<file path="src/shared/pmrs_pkg.sv">
/*
 Constants, codes and timing counts for the power mode and reset sequencer.
 Assumes a single 40 MHz system clock.
*/
package pmrs_pkg;
	localparam int CLK_HZ        = 40000000;
	localparam int CLK_PERIOD_NS = 25;
	localparam int CYC_PER_US    = CLK_HZ / 1000000;

	// Least time: the sleep resume wait must not be cut short.
	localparam int SLEEP_RESUME_US = 12;
	// Longest time: hibernate resume must finish inside this bound, so round down.
	localparam int HIB_RESUME_US   = 100;
	// Least width of the power-up reset pulse.
	localparam int POR_MIN_NS      = 100;

	localparam int RESUME_W = 12;
	localparam logic [RESUME_W-1:0] SLEEP_RESUME_CYC = RESUME_W'(SLEEP_RESUME_US * CYC_PER_US);
	localparam logic [RESUME_W-1:0] HIB_RESUME_CYC   = RESUME_W'(HIB_RESUME_US * CYC_PER_US);
	localparam logic [RESUME_W-1:0] RESUME_ONE       = 12'h001;
	localparam logic [2:0]          POR_MIN_CYC      = 3'((POR_MIN_NS + CLK_PERIOD_NS - 1) / CLK_PERIOD_NS);
	localparam logic [2:0]          RCNT_ONE         = 3'h1;

	typedef enum logic [1:0] {
		PMRS_MODE_ACTIVE = 2'h0,
		PMRS_MODE_ALT    = 2'h1,
		PMRS_MODE_SLEEP  = 2'h2,
		PMRS_MODE_HIB    = 2'h3
	} pmrs_mode_t;

	typedef enum logic [1:0] {
		PMRS_FREQ_100K = 2'h0,
		PMRS_FREQ_400K = 2'h1,
		PMRS_FREQ_2M   = 2'h2,
		PMRS_FREQ_32K  = 2'h3
	} pmrs_freq_t;

	typedef enum logic [2:0] {
		PMRS_S_RESET      = 3'h0,
		PMRS_S_ACTIVE     = 3'h1,
		PMRS_S_ALT        = 3'h2,
		PMRS_S_SLEEP      = 3'h3,
		PMRS_S_SLEEP_WAKE = 3'h4,
		PMRS_S_HIB        = 3'h5,
		PMRS_S_HIB_WAKE   = 3'h6
	} pmrs_state_t;

	// Reset status bit positions.
	localparam int ST_POWERUP  = 0;
	localparam int ST_PRECISE  = 1;
	localparam int ST_RETAIN   = 2;
	localparam int ST_PIN      = 3;
	localparam int ST_WATCHDOG = 4;
	localparam int ST_SW       = 5;
	localparam int ST_SUPPLY   = 6;
	localparam int ST_WARN     = 7;
	localparam int ST_W        = 8;

	// Positions of the pin-side inputs in the synchroniser bundle.
	localparam int SI_PIN_N   = 0;
	localparam int SI_POWERUP = 1;
	localparam int SI_RAMP    = 2;
	localparam int SI_VCCD_OK = 3;
	localparam int SI_PRECISE = 4;
	localparam int SI_RETAIN  = 5;
	localparam int SI_FAULT   = 6;
	localparam int SI_WARN    = 7;
	localparam int SI_XTAL    = 8;
	localparam int SI_BELOW   = 9;
	localparam int SI_PIN_IRQ = 10;
	localparam int SI_NUM     = 11;
	localparam logic [SI_NUM-1:0] SI_RST_VAL = 11'h001;

	// Wake source positions.
	localparam int WK_PERIPH = 0;
	localparam int WK_SUPPLY = 1;
	localparam int WK_PIN    = 2;
	localparam int WK_TIME   = 3;
	localparam int WK_NUM    = 4;

	localparam int CPU_BIT = 0;
endpackage

</file>
<file path="src/design/pmrs_sync.sv">
/*
 Two-stage synchroniser for a bundle of pin-side levels.
 Assumes each input is a slow level that may change at any time relative to clk.
*/
`timescale 1ns/10ps
module pmrs_sync #(
	parameter int             W       = 1,
	parameter logic [W-1:0]   RST_VAL = '0
) (
	input  wire logic         clk,
	input  wire logic         rst,
	input  wire logic [W-1:0] d_in,
	output logic      [W-1:0] q_out
);
	typedef struct packed {
		logic [W-1:0] s1;
		logic [W-1:0] s2;
	} pmrs_sync_regs_t;

	pmrs_sync_regs_t r_q;
	pmrs_sync_regs_t r_d;

	// The first stage feeds only the second stage.
	always_comb begin
		r_d.s1 = d_in;
		r_d.s2 = r_q.s1;
		if (rst) begin
			r_d.s1 = RST_VAL;
			r_d.s2 = RST_VAL;
		end
	end

	always_ff @(posedge clk) begin
		r_q <= r_d;
	end

	assign q_out = r_q.s2;
endmodule

</file>
<file path="src/design/pmrs_top.sv">
/*
 Power mode and reset sequencer: global power mode state machine, resource
 enables from the active template, wakeup handling, reset source collection
 with a reset status record, watchdog, and boost mode and pulse control.
 Assumes firmware bits arrive on clk; pins and supply monitors are asynchronous.
*/
// How it works
// - Active mode: enables follow template bits.
// - Disabled resource loses clock and bias.
// - CPU self-off; next wakeup re-enables it.
// - Wakeup forces active mode and CPU on.
// - Device starts in active mode after boot.
// - Sleep exit waits 12 us first.
// - Hibernate retains state and holds pins.
// - Retention voltage loss in hibernate resets.
// - Hibernate exits only on pin interrupt or reset, 100us.
// - Peripheral, supply, pin, timebase wake; resets too.
// - Boost has active and standby modes.
// - Auto pulse on crystal edges while low.
// - Hibernate forces boost active; firmware chooses otherwise.
// - Boost frequency: 100k, 400k, 2M, 32k.
// - Low external reset pin resets device.
// - Unkicked watchdog resets the device.
// - Software command resets the device.
// - System reset clears processor, peripherals, registers.
// - Status records last reset; cleared by POR.
// - Supply fault resets; warning interrupt first.
// - Power-up reset at least 100 ns, stretched.
// - Stable supply hands over; oscillator starts after.
// - Precise low-voltage trip acts like power-up.
// - Retention monitor resets only in sleep/hibernate.
`timescale 1ns/10ps
module pmrs_top #(
	parameter int NUM_RES         = 8,
	parameter int WATCHDOG_CYCLES = 40000
) (
	input  wire logic                       clk,
	input  wire logic                       rst,
	input  wire logic [NUM_RES-1:0]         active_template,
	input  wire logic                       mode_wr,
	input  wire logic [1:0]                 mode_req,
	input  wire logic                       cpu_off_req,
	input  wire logic [pmrs_pkg::WK_NUM-1:0] wake_en,
	input  wire logic                       periph_irq,
	input  wire logic                       timebase_irq,
	input  wire logic                       pin_irq,
	input  wire logic                       external_reset_pin_n,
	input  wire logic                       initial_power_on_reset,
	input  wire logic                       supplies_ramping,
	input  wire logic                       vccd_stable,
	input  wire logic                       precise_low_voltage_reset,
	input  wire logic                       retention_low_voltage_reset,
	input  wire logic                       supply_fault,
	input  wire logic                       supply_warn,
	input  wire logic                       watchdog_timer_enable,
	input  wire logic                       watchdog_timer_kick,
	input  wire logic                       sw_reset_req,
	input  wire logic                       sw_reset_disable,
	input  wire logic                       boost_active_req,
	input  wire logic [1:0]                 boost_freq_sel,
	input  wire logic                       auto_pulse_mode,
	input  wire logic                       xtal_32k,
	input  wire logic                       boost_below_level,
	output logic      [1:0]                 global_mode,
	output logic      [NUM_RES-1:0]         res_clk_en,
	output logic      [NUM_RES-1:0]         res_bias_en,
	output logic                            cpu_en,
	output logic                            retain_hold,
	output logic                            sys_reset,
	output logic      [pmrs_pkg::ST_W-1:0]  reset_status,
	output logic                            powerup_monitor_en,
	output logic                            main_internal_oscillator_en,
	output logic                            boost_active,
	output logic      [1:0]                 boost_freq,
	output logic                            boost_pulse
);
	localparam int DOG_W = $clog2(WATCHDOG_CYCLES + 1);
	localparam logic [DOG_W-1:0] DOG_LOAD = DOG_W'(WATCHDOG_CYCLES - 1);
	localparam logic [DOG_W-1:0] DOG_ONE  = DOG_W'(1);

	typedef struct packed {
		pmrs_pkg::pmrs_state_t              state;
		logic                               cpu_off;
		logic [pmrs_pkg::RESUME_W-1:0]      cnt;
		logic [2:0]                         rcnt;
		logic                               dog_on;
		logic [DOG_W-1:0]                   dog_cnt;
		logic                               powerup_off;
		logic                               osc_on;
		logic [pmrs_pkg::ST_W-1:0]          status;
		logic [NUM_RES-1:0]                 en;
		logic                               xtal_prev;
		logic                               pulse;
		logic                               boost_act;
		logic [1:0]                         freq;
	} pmrs_regs_t;

	pmrs_regs_t                  q;
	pmrs_regs_t                  d;
	logic [pmrs_pkg::SI_NUM-1:0] s;
	logic [pmrs_pkg::WK_NUM-1:0] wake_vec;
	logic                        wake_any;
	logic                        powerup_src;
	logic                        precise_src;
	logic                        retain_src;
	logic                        pin_src;
	logic                        dog_src;
	logic                        sw_src;
	logic                        fault_src;
	logic                        any_src;
	logic                        low_power;

	pmrs_sync #(
		.W       (pmrs_pkg::SI_NUM),
		.RST_VAL (pmrs_pkg::SI_RST_VAL)
	) u_sync (
		.clk   (clk),
		.rst   (rst),
		.d_in  ({pin_irq, boost_below_level, xtal_32k, supply_warn, supply_fault,
			retention_low_voltage_reset, precise_low_voltage_reset, vccd_stable,
			supplies_ramping, initial_power_on_reset, external_reset_pin_n}),
		.q_out (s)
	);

	function automatic pmrs_pkg::pmrs_mode_t mode_of(input pmrs_pkg::pmrs_state_t st);
		unique case (st)
			pmrs_pkg::PMRS_S_ALT:        mode_of = pmrs_pkg::PMRS_MODE_ALT;
			pmrs_pkg::PMRS_S_SLEEP,
			pmrs_pkg::PMRS_S_SLEEP_WAKE: mode_of = pmrs_pkg::PMRS_MODE_SLEEP;
			pmrs_pkg::PMRS_S_HIB,
			pmrs_pkg::PMRS_S_HIB_WAKE:   mode_of = pmrs_pkg::PMRS_MODE_HIB;
			default:                     mode_of = pmrs_pkg::PMRS_MODE_ACTIVE;
		endcase
	endfunction

	// Sleep and hibernate disable every resource whatever the template says.
	function automatic logic [NUM_RES-1:0] enables(input pmrs_pkg::pmrs_state_t st,
		input logic cpu_off, input logic [NUM_RES-1:0] tmpl);
		logic [NUM_RES-1:0] e;
		e = '0;
		if (st == pmrs_pkg::PMRS_S_ACTIVE || st == pmrs_pkg::PMRS_S_ALT) begin
			e = tmpl;
			e[pmrs_pkg::CPU_BIT] = !cpu_off;
		end
		enables = e;
	endfunction

	assign wake_vec[pmrs_pkg::WK_PERIPH] = periph_irq;
	assign wake_vec[pmrs_pkg::WK_SUPPLY] = s[pmrs_pkg::SI_WARN];
	assign wake_vec[pmrs_pkg::WK_PIN]    = s[pmrs_pkg::SI_PIN_IRQ];
	assign wake_vec[pmrs_pkg::WK_TIME]   = timebase_irq;
	assign wake_any  = |(wake_vec & wake_en);
	assign low_power = q.state inside {pmrs_pkg::PMRS_S_SLEEP, pmrs_pkg::PMRS_S_SLEEP_WAKE,
		pmrs_pkg::PMRS_S_HIB, pmrs_pkg::PMRS_S_HIB_WAKE};

	// The rough monitor covers power-up until the digital supply settles, then the precise one takes over.
	assign powerup_src = !q.powerup_off && (s[pmrs_pkg::SI_POWERUP] || s[pmrs_pkg::SI_RAMP]);
	assign precise_src = q.powerup_off && s[pmrs_pkg::SI_PRECISE];
	assign retain_src  = low_power && s[pmrs_pkg::SI_RETAIN];
	assign pin_src     = !s[pmrs_pkg::SI_PIN_N];
	assign dog_src     = q.dog_on && q.dog_cnt == '0 && !watchdog_timer_kick;
	assign sw_src      = sw_reset_req && !sw_reset_disable;
	assign fault_src   = s[pmrs_pkg::SI_FAULT];
	assign any_src     = powerup_src | precise_src | retain_src | pin_src | dog_src | sw_src | fault_src;

	always_comb begin
		d = q;
		d.pulse = 1'b0;
		d.xtal_prev = s[pmrs_pkg::SI_XTAL];
		if (s[pmrs_pkg::SI_VCCD_OK]) begin
			d.powerup_off = 1'b1;
		end
		d.osc_on = q.powerup_off && !s[pmrs_pkg::SI_PRECISE] && q.state != pmrs_pkg::PMRS_S_RESET;
		if (q.dog_on && q.state != pmrs_pkg::PMRS_S_HIB) begin
			if (watchdog_timer_kick) begin
				d.dog_cnt = DOG_LOAD;
			end else if (q.dog_cnt != '0) begin
				d.dog_cnt = q.dog_cnt - DOG_ONE;
			end
		end
		// Once armed the watchdog can only be disarmed by a power-on reset.
		if (watchdog_timer_enable && !q.dog_on) begin
			d.dog_on = 1'b1;
			d.dog_cnt = DOG_LOAD;
		end
		if (s[pmrs_pkg::SI_WARN]) begin
			d.status = '0;
			d.status[pmrs_pkg::ST_WARN] = 1'b1;
		end
		unique case (q.state)
			pmrs_pkg::PMRS_S_RESET: begin
				if (q.rcnt != '0) begin
					d.rcnt = q.rcnt - pmrs_pkg::RCNT_ONE;
				end else begin
					d.state = pmrs_pkg::PMRS_S_ACTIVE;
				end
			end
			pmrs_pkg::PMRS_S_ACTIVE, pmrs_pkg::PMRS_S_ALT: begin
				if (cpu_off_req) begin
					d.cpu_off = 1'b1;
				end
				if (wake_any) begin
					d.cpu_off = 1'b0;
					d.state = pmrs_pkg::PMRS_S_ACTIVE;
				end else if (mode_wr && q.state == pmrs_pkg::PMRS_S_ACTIVE) begin
					unique case (pmrs_pkg::pmrs_mode_t'(mode_req))
						pmrs_pkg::PMRS_MODE_ALT:    d.state = pmrs_pkg::PMRS_S_ALT;
						pmrs_pkg::PMRS_MODE_SLEEP:  d.state = pmrs_pkg::PMRS_S_SLEEP;
						pmrs_pkg::PMRS_MODE_HIB:    d.state = pmrs_pkg::PMRS_S_HIB;
						pmrs_pkg::PMRS_MODE_ACTIVE: d.state = pmrs_pkg::PMRS_S_ACTIVE;
					endcase
				end
			end
			pmrs_pkg::PMRS_S_SLEEP: begin
				if (wake_any) begin
					d.state = pmrs_pkg::PMRS_S_SLEEP_WAKE;
					d.cnt = pmrs_pkg::SLEEP_RESUME_CYC - pmrs_pkg::RESUME_ONE;
				end
			end
			pmrs_pkg::PMRS_S_HIB: begin
				// Only a pin interrupt or a reset source can bring the part out of hibernate.
				if (s[pmrs_pkg::SI_PIN_IRQ]) begin
					d.state = pmrs_pkg::PMRS_S_HIB_WAKE;
					d.cnt = pmrs_pkg::HIB_RESUME_CYC - pmrs_pkg::RESUME_ONE;
				end
			end
			pmrs_pkg::PMRS_S_SLEEP_WAKE, pmrs_pkg::PMRS_S_HIB_WAKE: begin
				if (q.cnt != '0) begin
					d.cnt = q.cnt - pmrs_pkg::RESUME_ONE;
				end else begin
					d.state = pmrs_pkg::PMRS_S_ACTIVE;
					d.cpu_off = 1'b0;
				end
			end
			default: begin
				d.state = pmrs_pkg::PMRS_S_RESET;
			end
		endcase
		// Any reset source wins over every mode step and holds the device in reset.
		if (any_src) begin
			d.state = pmrs_pkg::PMRS_S_RESET;
			d.rcnt = pmrs_pkg::POR_MIN_CYC - pmrs_pkg::RCNT_ONE;
			d.cpu_off = 1'b0;
			d.cnt = '0;
			// Reloading here keeps an expired count from holding the part in reset for ever.
			d.dog_cnt = DOG_LOAD;
			d.status = '0;
			d.status[pmrs_pkg::ST_PRECISE] = precise_src;
			d.status[pmrs_pkg::ST_RETAIN] = retain_src;
			d.status[pmrs_pkg::ST_PIN] = pin_src;
			d.status[pmrs_pkg::ST_WATCHDOG] = dog_src;
			d.status[pmrs_pkg::ST_SW] = sw_src;
			d.status[pmrs_pkg::ST_SUPPLY] = fault_src;
			if (!precise_src && !retain_src && !pin_src && !dog_src && !sw_src && !fault_src) begin
				d.status[pmrs_pkg::ST_POWERUP] = 1'b0;
			end
			if (powerup_src) begin
				d.status = '0;
				d.dog_on = 1'b0;
				d.powerup_off = 1'b0;
			end
		end
		d.en = enables(d.state, d.cpu_off, active_template);
		// Hibernate needs the regulator running, so standby is not allowed there.
		d.boost_act = (mode_of(d.state) == pmrs_pkg::PMRS_MODE_HIB) ? 1'b1 : boost_active_req;
		d.freq = boost_freq_sel;
		if (auto_pulse_mode && (s[pmrs_pkg::SI_XTAL] != q.xtal_prev) && s[pmrs_pkg::SI_BELOW]) begin
			d.pulse = 1'b1;
		end
		if (rst) begin
			d = '0;
			d.state = pmrs_pkg::PMRS_S_RESET;
			d.rcnt = pmrs_pkg::POR_MIN_CYC - pmrs_pkg::RCNT_ONE;
			d.boost_act = 1'b1;
		end
	end

	always_ff @(posedge clk) begin
		q <= d;
	end

	assign global_mode                 = mode_of(q.state);
	assign res_clk_en                  = q.en;
	assign res_bias_en                 = q.en;
	assign cpu_en                      = q.en[pmrs_pkg::CPU_BIT];
	// Config, SRAM and pin levels are frozen by this hold for the whole hibernate stay.
	assign retain_hold                 = global_mode == pmrs_pkg::PMRS_MODE_HIB;
	assign sys_reset                   = q.state == pmrs_pkg::PMRS_S_RESET;
	assign reset_status                = q.status;
	assign powerup_monitor_en          = !q.powerup_off;
	assign main_internal_oscillator_en = q.osc_on;
	assign boost_active                = q.boost_act;
	assign boost_freq                  = q.freq;
	assign boost_pulse                 = q.pulse;
endmodule

</file>
<file path="config.mk">
export PLATFORM = sky130hd
export DESIGN_NAME = pmrs_top
export DESIGN_NICKNAME = d
export VERILOG_FILES = /design/src/shared/pmrs_pkg.sv /design/src/design/pmrs_sync.sv /design/src/design/pmrs_top.sv
export SDC_FILE = /design/constraint.sdc
export NUM_CORES = 1
export LEC_CHECK = 0
export ABC_AREA = 1
export BUFFER_PORTS_ARGS = -buffer_cell sky130_fd_sc_hd__clkbuf_2
export CAP_MARGIN = 15
export CELL_PAD_IN_SITES_DETAIL_PLACEMENT = 0
export CELL_PAD_IN_SITES_GLOBAL_PLACEMENT = 1
export CORE_ASPECT_RATIO = 1.5
export CORE_MARGIN = 4
export CORE_UTILIZATION = 40
export DETAILED_ROUTE_END_ITERATION = 12
export GPL_TIMING_DRIVEN = 0
export MAX_ROUTING_LAYER = met4
export PLACE_DENSITY_LB_ADDON = 0.1
export SETUP_SLACK_MARGIN = 0.1
export SLEW_MARGIN = 20
export SYNTH_ARGS = -nofsm -noshare
export SYNTH_HDL_FRONTEND = slang
export SYNTH_HIERARCHICAL = 1
export SYNTH_SLANG_ARGS = --single-unit
</file>
<file path="constraint.sdc">
create_clock -name clk -period 2.1 [get_ports clk]
set_input_delay 0.21 -clock clk [delete_from_list [all_inputs] [get_ports clk]]
set_output_delay 0.21 -clock clk [all_outputs]
set_load 0.005 [all_outputs]
</file>
==> flow_metrics.tcl, run 1 <==
set metrics [dict create \
    status "finished, final reports clean" \
    ir_worst_vdd_mv 0.444 \
    cts.clk_slew.worst_paths_ns 0.06 \
    crit_chain "nand2_2 > nand2_2 > nand2_4 > nand2_2 > nand4_1 > nor2_4 > nand2_1 > a21oi_1 > nand2_1 > nand2_1 > inv_1" \
    cap_violations 0 \
    cp.depth 11 \
    wl_mm 8.95 \
    syn_avg_cell_area_um2 7.13 \
    switchingPower_mw 0.853 \
    die_w_um 89.7 \
    dr.pass1.iters 4 \
    power_density_mw_per_mm2 748 \
    syn_nets 609 \
    dieHeight_um 131 \
    hold_start "external_reset_pin_n" \
    drt_iter0_markers 87 \
    antenna_found_initial 0 \
    critPathLaunchType "flop" \
    clock_latency_ns 0.34 \
    grt_pass1_vias 3458 \
    worstSetupPathType "flop to flop" \
    fin_worst_hold_slack_ns 0.0508 \
    worst_r2r_path_depth 11 \
    critPathTopFamily "simple AND/OR/NAND/NOR gates" \
    io_buffers 71 \
    intPower_mw 2.78 \
    skew_ns 0.00501 \
    cts_buffers 9 \
    post-cts-setup-buffers 0 \
    wl_per_cell_um 11.7 \
    gp_congestion 0.837 \
    power_frac_comb_pct 8.9 \
    cp_slowest_stage_delay_ns 0.50 \
    ys_types 39 \
    crit_required_ns 2.34 \
    synth_cells 562 \
    hold_viol_final 0 \
    cts_sinks 80 \
    ys_seq_area_share_pct 40.0 \
    ant_nets 0 \
    die_area_mm2 0.0117 \
    setup_tns_ns 0 \
    cp_slowest_cell "dfxtp_1" \
    drive_gt1_share_pct 25.1 \
    worstPathArrival_ns 2.09 \
    tightest_slew_ns 0.553 \
    pwr-share-seq_pct 44.0 \
    drcViolationCount 0 \
    layout.nets 691 \
    grt_usage_pct 16.6 \
    insertedDiodeCount 0 \
    ys_seq_elements 80 \
    avgViaCountPerCell 4.66 \
    min_period_ns 1.85 \
    io_pins 74 \
    start_util_pct 41.1 \
    drv_slew 0 \
    finalCritPeriodShare_pct 88.3 \
    max_freq_mhz 539 \
    fillCellCount 1005 \
    holdCritPathClass "input pin to flop" \
    cts_tree "built" \
    vias 3558 \
    core-area_mm2 0.00974 \
    area_growth_pct 21.1 \
    swShare_pct 23.5 \
    cts_max_level 3 \
    cp_max_fo 7 \
    grt_pass1_wl_mm 15.2 \
    grt_overflow 0 \
    syn_area_mm2 0.00401 \
    p_clk_share_pct 47.1 \
    slew-limit-headroom_pct 63.1 \
    ys_warn_count 6 \
    critPathBufInv 1 \
    dp_hpwl_mm 6.97 \
    rows 44 \
    crit_path_end_kind "flop" \
    ctsRootBufferMaster "clkbuf_16" \
    leakage_nw 2.52 \
    grt_max_degree 15 \
    holdPathStages 3 \
    r2r_start "q[56]" \
    startpoint "q[56]" \
    rsz0062_at_grt "no" \
    final-setup-viol-count 0 \
    ctsLongestPathBuffers 2 \
]
==> layout by cell type, fill, tap and decap left out, types with 3 or more instances in the layout <==
cell type / n
nand3_1: 37
o21ai_0: 26
buf_4: 38
clkbuf_16: 9
nor2_2: 8
ha_1: 8
nand4_1: 3
nor3_1: 11
nand2_2: 7
nor2_4: 3
inv_2: 4
nand2_1: 85
xnor2_1: 5
nor2_1: 90
inv_1: 90
clkbuf_2: 71
nand2_4: 3
dfxtp_1: 80
a21oi_1: 33
==> per-layer routing <==
layer	part of all wire (%)	GRT usage, %	routed length (um)
met5	0	-	0
met3	4.4	3.78	397
met1	44	17.6	3930
met4	2.9	8.75	260
met2	49	29.2	4370
==> through the flow <==
step	instance area, um2	total power, mW	util [%]	instances	worst slack (ns)
floorplan	4010	1.84	-	562	0.454
global placement	4500	1.95	46.2	748	0.104
detailed placement	4500	1.95	46.2	748	0.153
CTS	4830	3.68	49.6	764	0.118
global route	4850	3.80	49.8	764	0.111
finish	4850	3.63	49.8	764	0.245
==> power groups by stage <==
| stage | Combinational [mW] | Clock (mW) | Sequential, mW |
|---|---|---|---|
| after floorplan | 0.219 | 0 | 1.62 |
| after global placement | 0.315 | 0 | 1.63 |
| after detailed placement | 0.321 | 0 | 1.63 |
| after CTS | 0.323 | 1.76 | 1.60 |
| after global routing | 0.371 | 1.82 | 1.60 |
| final | 0.322 | 1.71 | 1.60 |
==> flip-flops by register name, summed over array words and instances, names as in the netlist <==
signal / cells
boost_active: 1
res_bias_en: 8
u_sync/r_q: 11
boost_pulse: 1
reset_status: 7
u_sync/q_out: 11
boost_freq: 2
q: 38
main_internal_oscillator_en: 1
==> cell usage after synthesis <==
cell type  count  area share [%]
nor2_1        91             8.5
inv_1         90             8.4
nand2_1       85             8.0
dfxtp_1       80              40
buf_4         38             7.1
nand3_1       38             4.7
a21oi_1       33             4.1
o21ai_0       26             3.2
nor3_1        12             1.5
ha_1           8             2.5
nor2_2         8             1.2
nand2_2        7             1.1
xnor2_1        5             1.1
inv_2          4            0.37
nand2_4        3            0.84
nand4_1        3            0.47
a31oi_1        2            0.31
and3_1         2            0.31
buf_2          2            0.25
buf_6          2            0.56
nor2_4         2            0.56
nor3b_2        2            0.62
nor4_1         2            0.31
xor2_1         2            0.44
a211oi_2       1            0.31
a22oi_1        1            0.19
and2_1         1            0.16
clkbuf_1       1           0.094
clkbuf_8       1            0.34
conb_1         1           0.094
nand3_4        1            0.44
nand3b_1       1            0.19
nor2_8         1            0.50
nor2b_1        1            0.16
o211ai_1       1            0.19
o21ai_1        1            0.12
o21bai_1       1            0.19
o41ai_1        1            0.22
or2_2          1            0.16
==> cell families (layout without fill, tap and decap cells) <==
logic type	after synthesis	after routing	share of synthesized area (%)
AO/OA/AOI/OAI	67	67	8.90
adder cells (fa/ha/maj)	8	8	2.50
XOR/XNOR	7	7	1.53
flip-flops	80	80	40.0
buffers and inverters	138	225	17.2
AND/OR/NAND/NOR	261	261	29.8
other	1	1	0.0936
==> worst register-to-register path: stages, from the launching register on <==
cell and delay, ns:
dfxtp_1 0.50, nand2_2 0.11, nand2_2 0.12, nand2_4 0.08
nand2_2 0.09, nand4_1 0.13, nor2_4 0.20, nand2_1 0.18
a21oi_1 0.18, nand2_1 0.07, nand2_1 0.06, inv_1 0.04
==> path summary, 6_finish.rpt <==
kind	end	slack, ns
max	q[33]	0.25
min	u_sync/r_q[11]	0.05
max reg2reg	q[33]	0.25
min reg2reg	u_sync/q_out[4]	0.40
==> cell type report <==
class                           count  area, um2  share of cell area, %
Multi-Input combinational cell    344       1730                   35.7
Sequential cell                    80       1600                   33.0
Timing Repair Buffer               71        355                   7.32
Inverter                           94        353                   7.27
Buffer                             44        335                   6.91
Clock buffer                       10        239                   4.93
Tap cell                          115        144                   2.97
Clock inverter                      6       91.3                   1.88
==> repair_timing <==
| action | 4_1_cts | 5_1_grt |
|---|---|---|
| hold endpoints to repair | 0 | 0 |
| setup endpoints to repair | 0 | 12 |
| gates resized for setup | 0 | 4 |
| hold buffers | 0 | 0 |
(Power assumes the default switching activity.)
==> run 2: changes to the inputs <==
--- a/config.mk
+++ b/config.mk
@@ -17,6 +17,7 @@
 export GPL_TIMING_DRIVEN = 0
 export MAX_ROUTING_LAYER = met4
 export PLACE_DENSITY_LB_ADDON = 0.1
+export REMOVE_ABC_BUFFERS = 1
 export SETUP_SLACK_MARGIN = 0.1
 export SLEW_MARGIN = 20
 export SYNTH_ARGS = -nofsm -noshare
==> run 2 against run 1 <==
Net effect: via count fell by 4.8%; final cell count shrank 5.5%; sequential cell count is the same; non-clock buffer count fell by 41; maximum frequency up 2.1%; cell area fell by 7.1%; highest routed layer unchanged; largest power group is now sequential cells; worst hold slack got worse by 0.0013 ns.
==> flow_metrics.tcl, run 2 (synthesis gave the netlist of run 1 again) <==
set metrics [dict create \
    ctsLongestPathBuffers 2 \
    drcViolationCount 0 \
    leakage_nw 2.27 \
    cp.depth 11 \
    cts_sinks 80 \
    fillCellCount 1007 \
    clock_latency_ns 0.34 \
    avgViaCountPerCell 4.69 \
    worstPathArrival_ns 2.05 \
    ant_nets 0 \
    skew_ns 0.00480 \
    drv_slew 0 \
    critPathTopFamily "simple AND/OR/NAND/NOR gates" \
    final-setup-viol-count 0 \
    vias 3387 \
    critPathLaunchType "flop" \
    dr.pass1.iters 4 \
    dieHeight_um 131 \
    wl_mm 8.75 \
    antenna_found_initial 0 \
    status "finished, final reports clean" \
    hold_viol_final 0 \
    regMostFlops "q" \
    worst_r2r_path_depth 11 \
    io_pins 74 \
    start_util_pct 41.1 \
    finalCritPeriodShare_pct 86.5 \
    ctsRootBufferMaster "clkbuf_16" \
    dp_hpwl_mm 6.70 \
    layout.nets 650 \
    pre_cts_ws_ns -0.219 \
    power_density_mw_per_mm2 749 \
    critPathBufInv 3 \
    cts_tree "built" \
    cp_slowest_cell "dfxtp_1" \
    setup_slack_ns 0.284 \
    grt_max_degree 43 \
    grt_pass1_vias 3236 \
    io_buffers 71 \
    crit_path_frequent_cell "inv_1" \
    cts.clk_slew.worst_paths_ns 0.06 \
    rows 44 \
    cap_violations 0 \
    rsz0062_at_grt "yes" \
    cts_buffers 9 \
    grt_pass1_wl_mm 14.8 \
    holdPathStages 3 \
    holdCritPathClass "input pin to flop" \
    drive_gt1_share_pct 20.6 \
    grt_overflow 0 \
    core-area_mm2 0.00974 \
    cts_max_level 3 \
    area_growth_pct 12.6 \
    fin_util_pct 46.3 \
    wl_per_cell_um 12.1 \
    crit_required_ns 2.33 \
    layout_common_cells "90 x inv_1, 90 x nor2_1, 85 x nand2_1, 79 x dfxtp_1, 71 x clkbuf_2" \
    worstSetupPathType "flop to flop" \
    largest_register_ff_count 38 \
    insertedDiodeCount 0 \
    tightest_slew_ns 0.954 \
    max_freq_mhz 551 \
    min_period_ns 1.82 \
    ir_worst_vdd_mv 0.461 \
    cp_max_fo 6 \
    die_w_um 89.7 \
    grt_usage_pct 16.2 \
    die_area_mm2 0.0117 \
    drt_iter0_markers 108 \
    gp_congestion 0.816 \
    cp_slowest_stage_delay_ns 0.44 \
    slew-limit-headroom_pct 36.4 \
    crit_path_end_kind "flop" \
    crit_chain "inv_1 > nand2_2 > nand2_4 > nand2_2 > nand4_1 > nor2_4 > nand3_1 > inv_1 > nand3_1 > nand2_1 > inv_1" \
]
[run 2: cell count changes in the layout (fill, tap and decap cells not counted), sizes merged]
| cell | delta |
|---|---|
| inv | +1 |
| clkinvlp | +2 |
| bufinv | -2 |
| clkbuf | -2 |
| clkinv | -2 |
| buf | -39 |
[run 2: worst paths after layout]
| kind | start | to | slack [ns] |
|---|---|---|---|
| min reg2reg | u_sync/r_q[17] | u_sync/q_out[6] | 0.40 |
| min | external_reset_pin_n | u_sync/r_q[11] | 0.05 |
| max reg2reg | q[58] | q[35] | 0.28 |
| max | q[58] | q[35] | 0.28 |
[run 2: area by class of cell]
type	count	area, um2	area share (%)
Multi-Input combinational cell	344	1750	38.8
Sequential cell	80	1600	35.5
Timing Repair Buffer	74	378	8.38
Inverter	94	353	7.82
Clock buffer	10	239	5.30
Tap cell	115	144	3.19
Clock inverter	5	41.3	0.916
[run 2: tightest hold or removal path, delay by kind of cell]
kind	cells	cell delay, ns
simple gates	1	0.04
buf+inv	2	0.10
[run 2: metal layers]
| metal | GRT usage, % | part of all wire [%] |
|---|---|---|
| met5 | - | 0 |
| met4 | 7.67 | 2.3 |
| met3 | 2.98 | 3.9 |
| met2 | 31.1 | 54 |
| met1 | 15.7 | 39 |
[run 2: timing repair]
| item | 4_1_cts | 5_1_grt |
|---|---|---|
| hold buffers | 0 | 0 |
| resized for setup | 2 | 7 |
| pin swaps | 0 | 0 |
| cloned | 0 | 0 |
| setup endpoints to repair | 13 | 25 |
| setup buffers | 0 | 3 |
[run 2: power by group]
group | switching [mW] | internal [mW]
Combinational | 0.183 | 0.113
Sequential | 0.0340 | 1.57
Clock | 0.645 | 0.836
[run 2: metrics by stage]
stage	area, um2	std cells	hold slack [ns]	power [mW]	setup TNS, ns
2_1_floorplan	3670	518	0.279	1.81	0
3_3_place_gp	4170	704	0.391	1.92	-1.17
3_5_place_dp	4170	704	0.393	1.92	-1.22
4_1_cts	4460	719	0.0380	3.43	0
5_1_grt	4510	722	0.0570	3.54	0
6_report	4510	722	0.0495	3.38	0
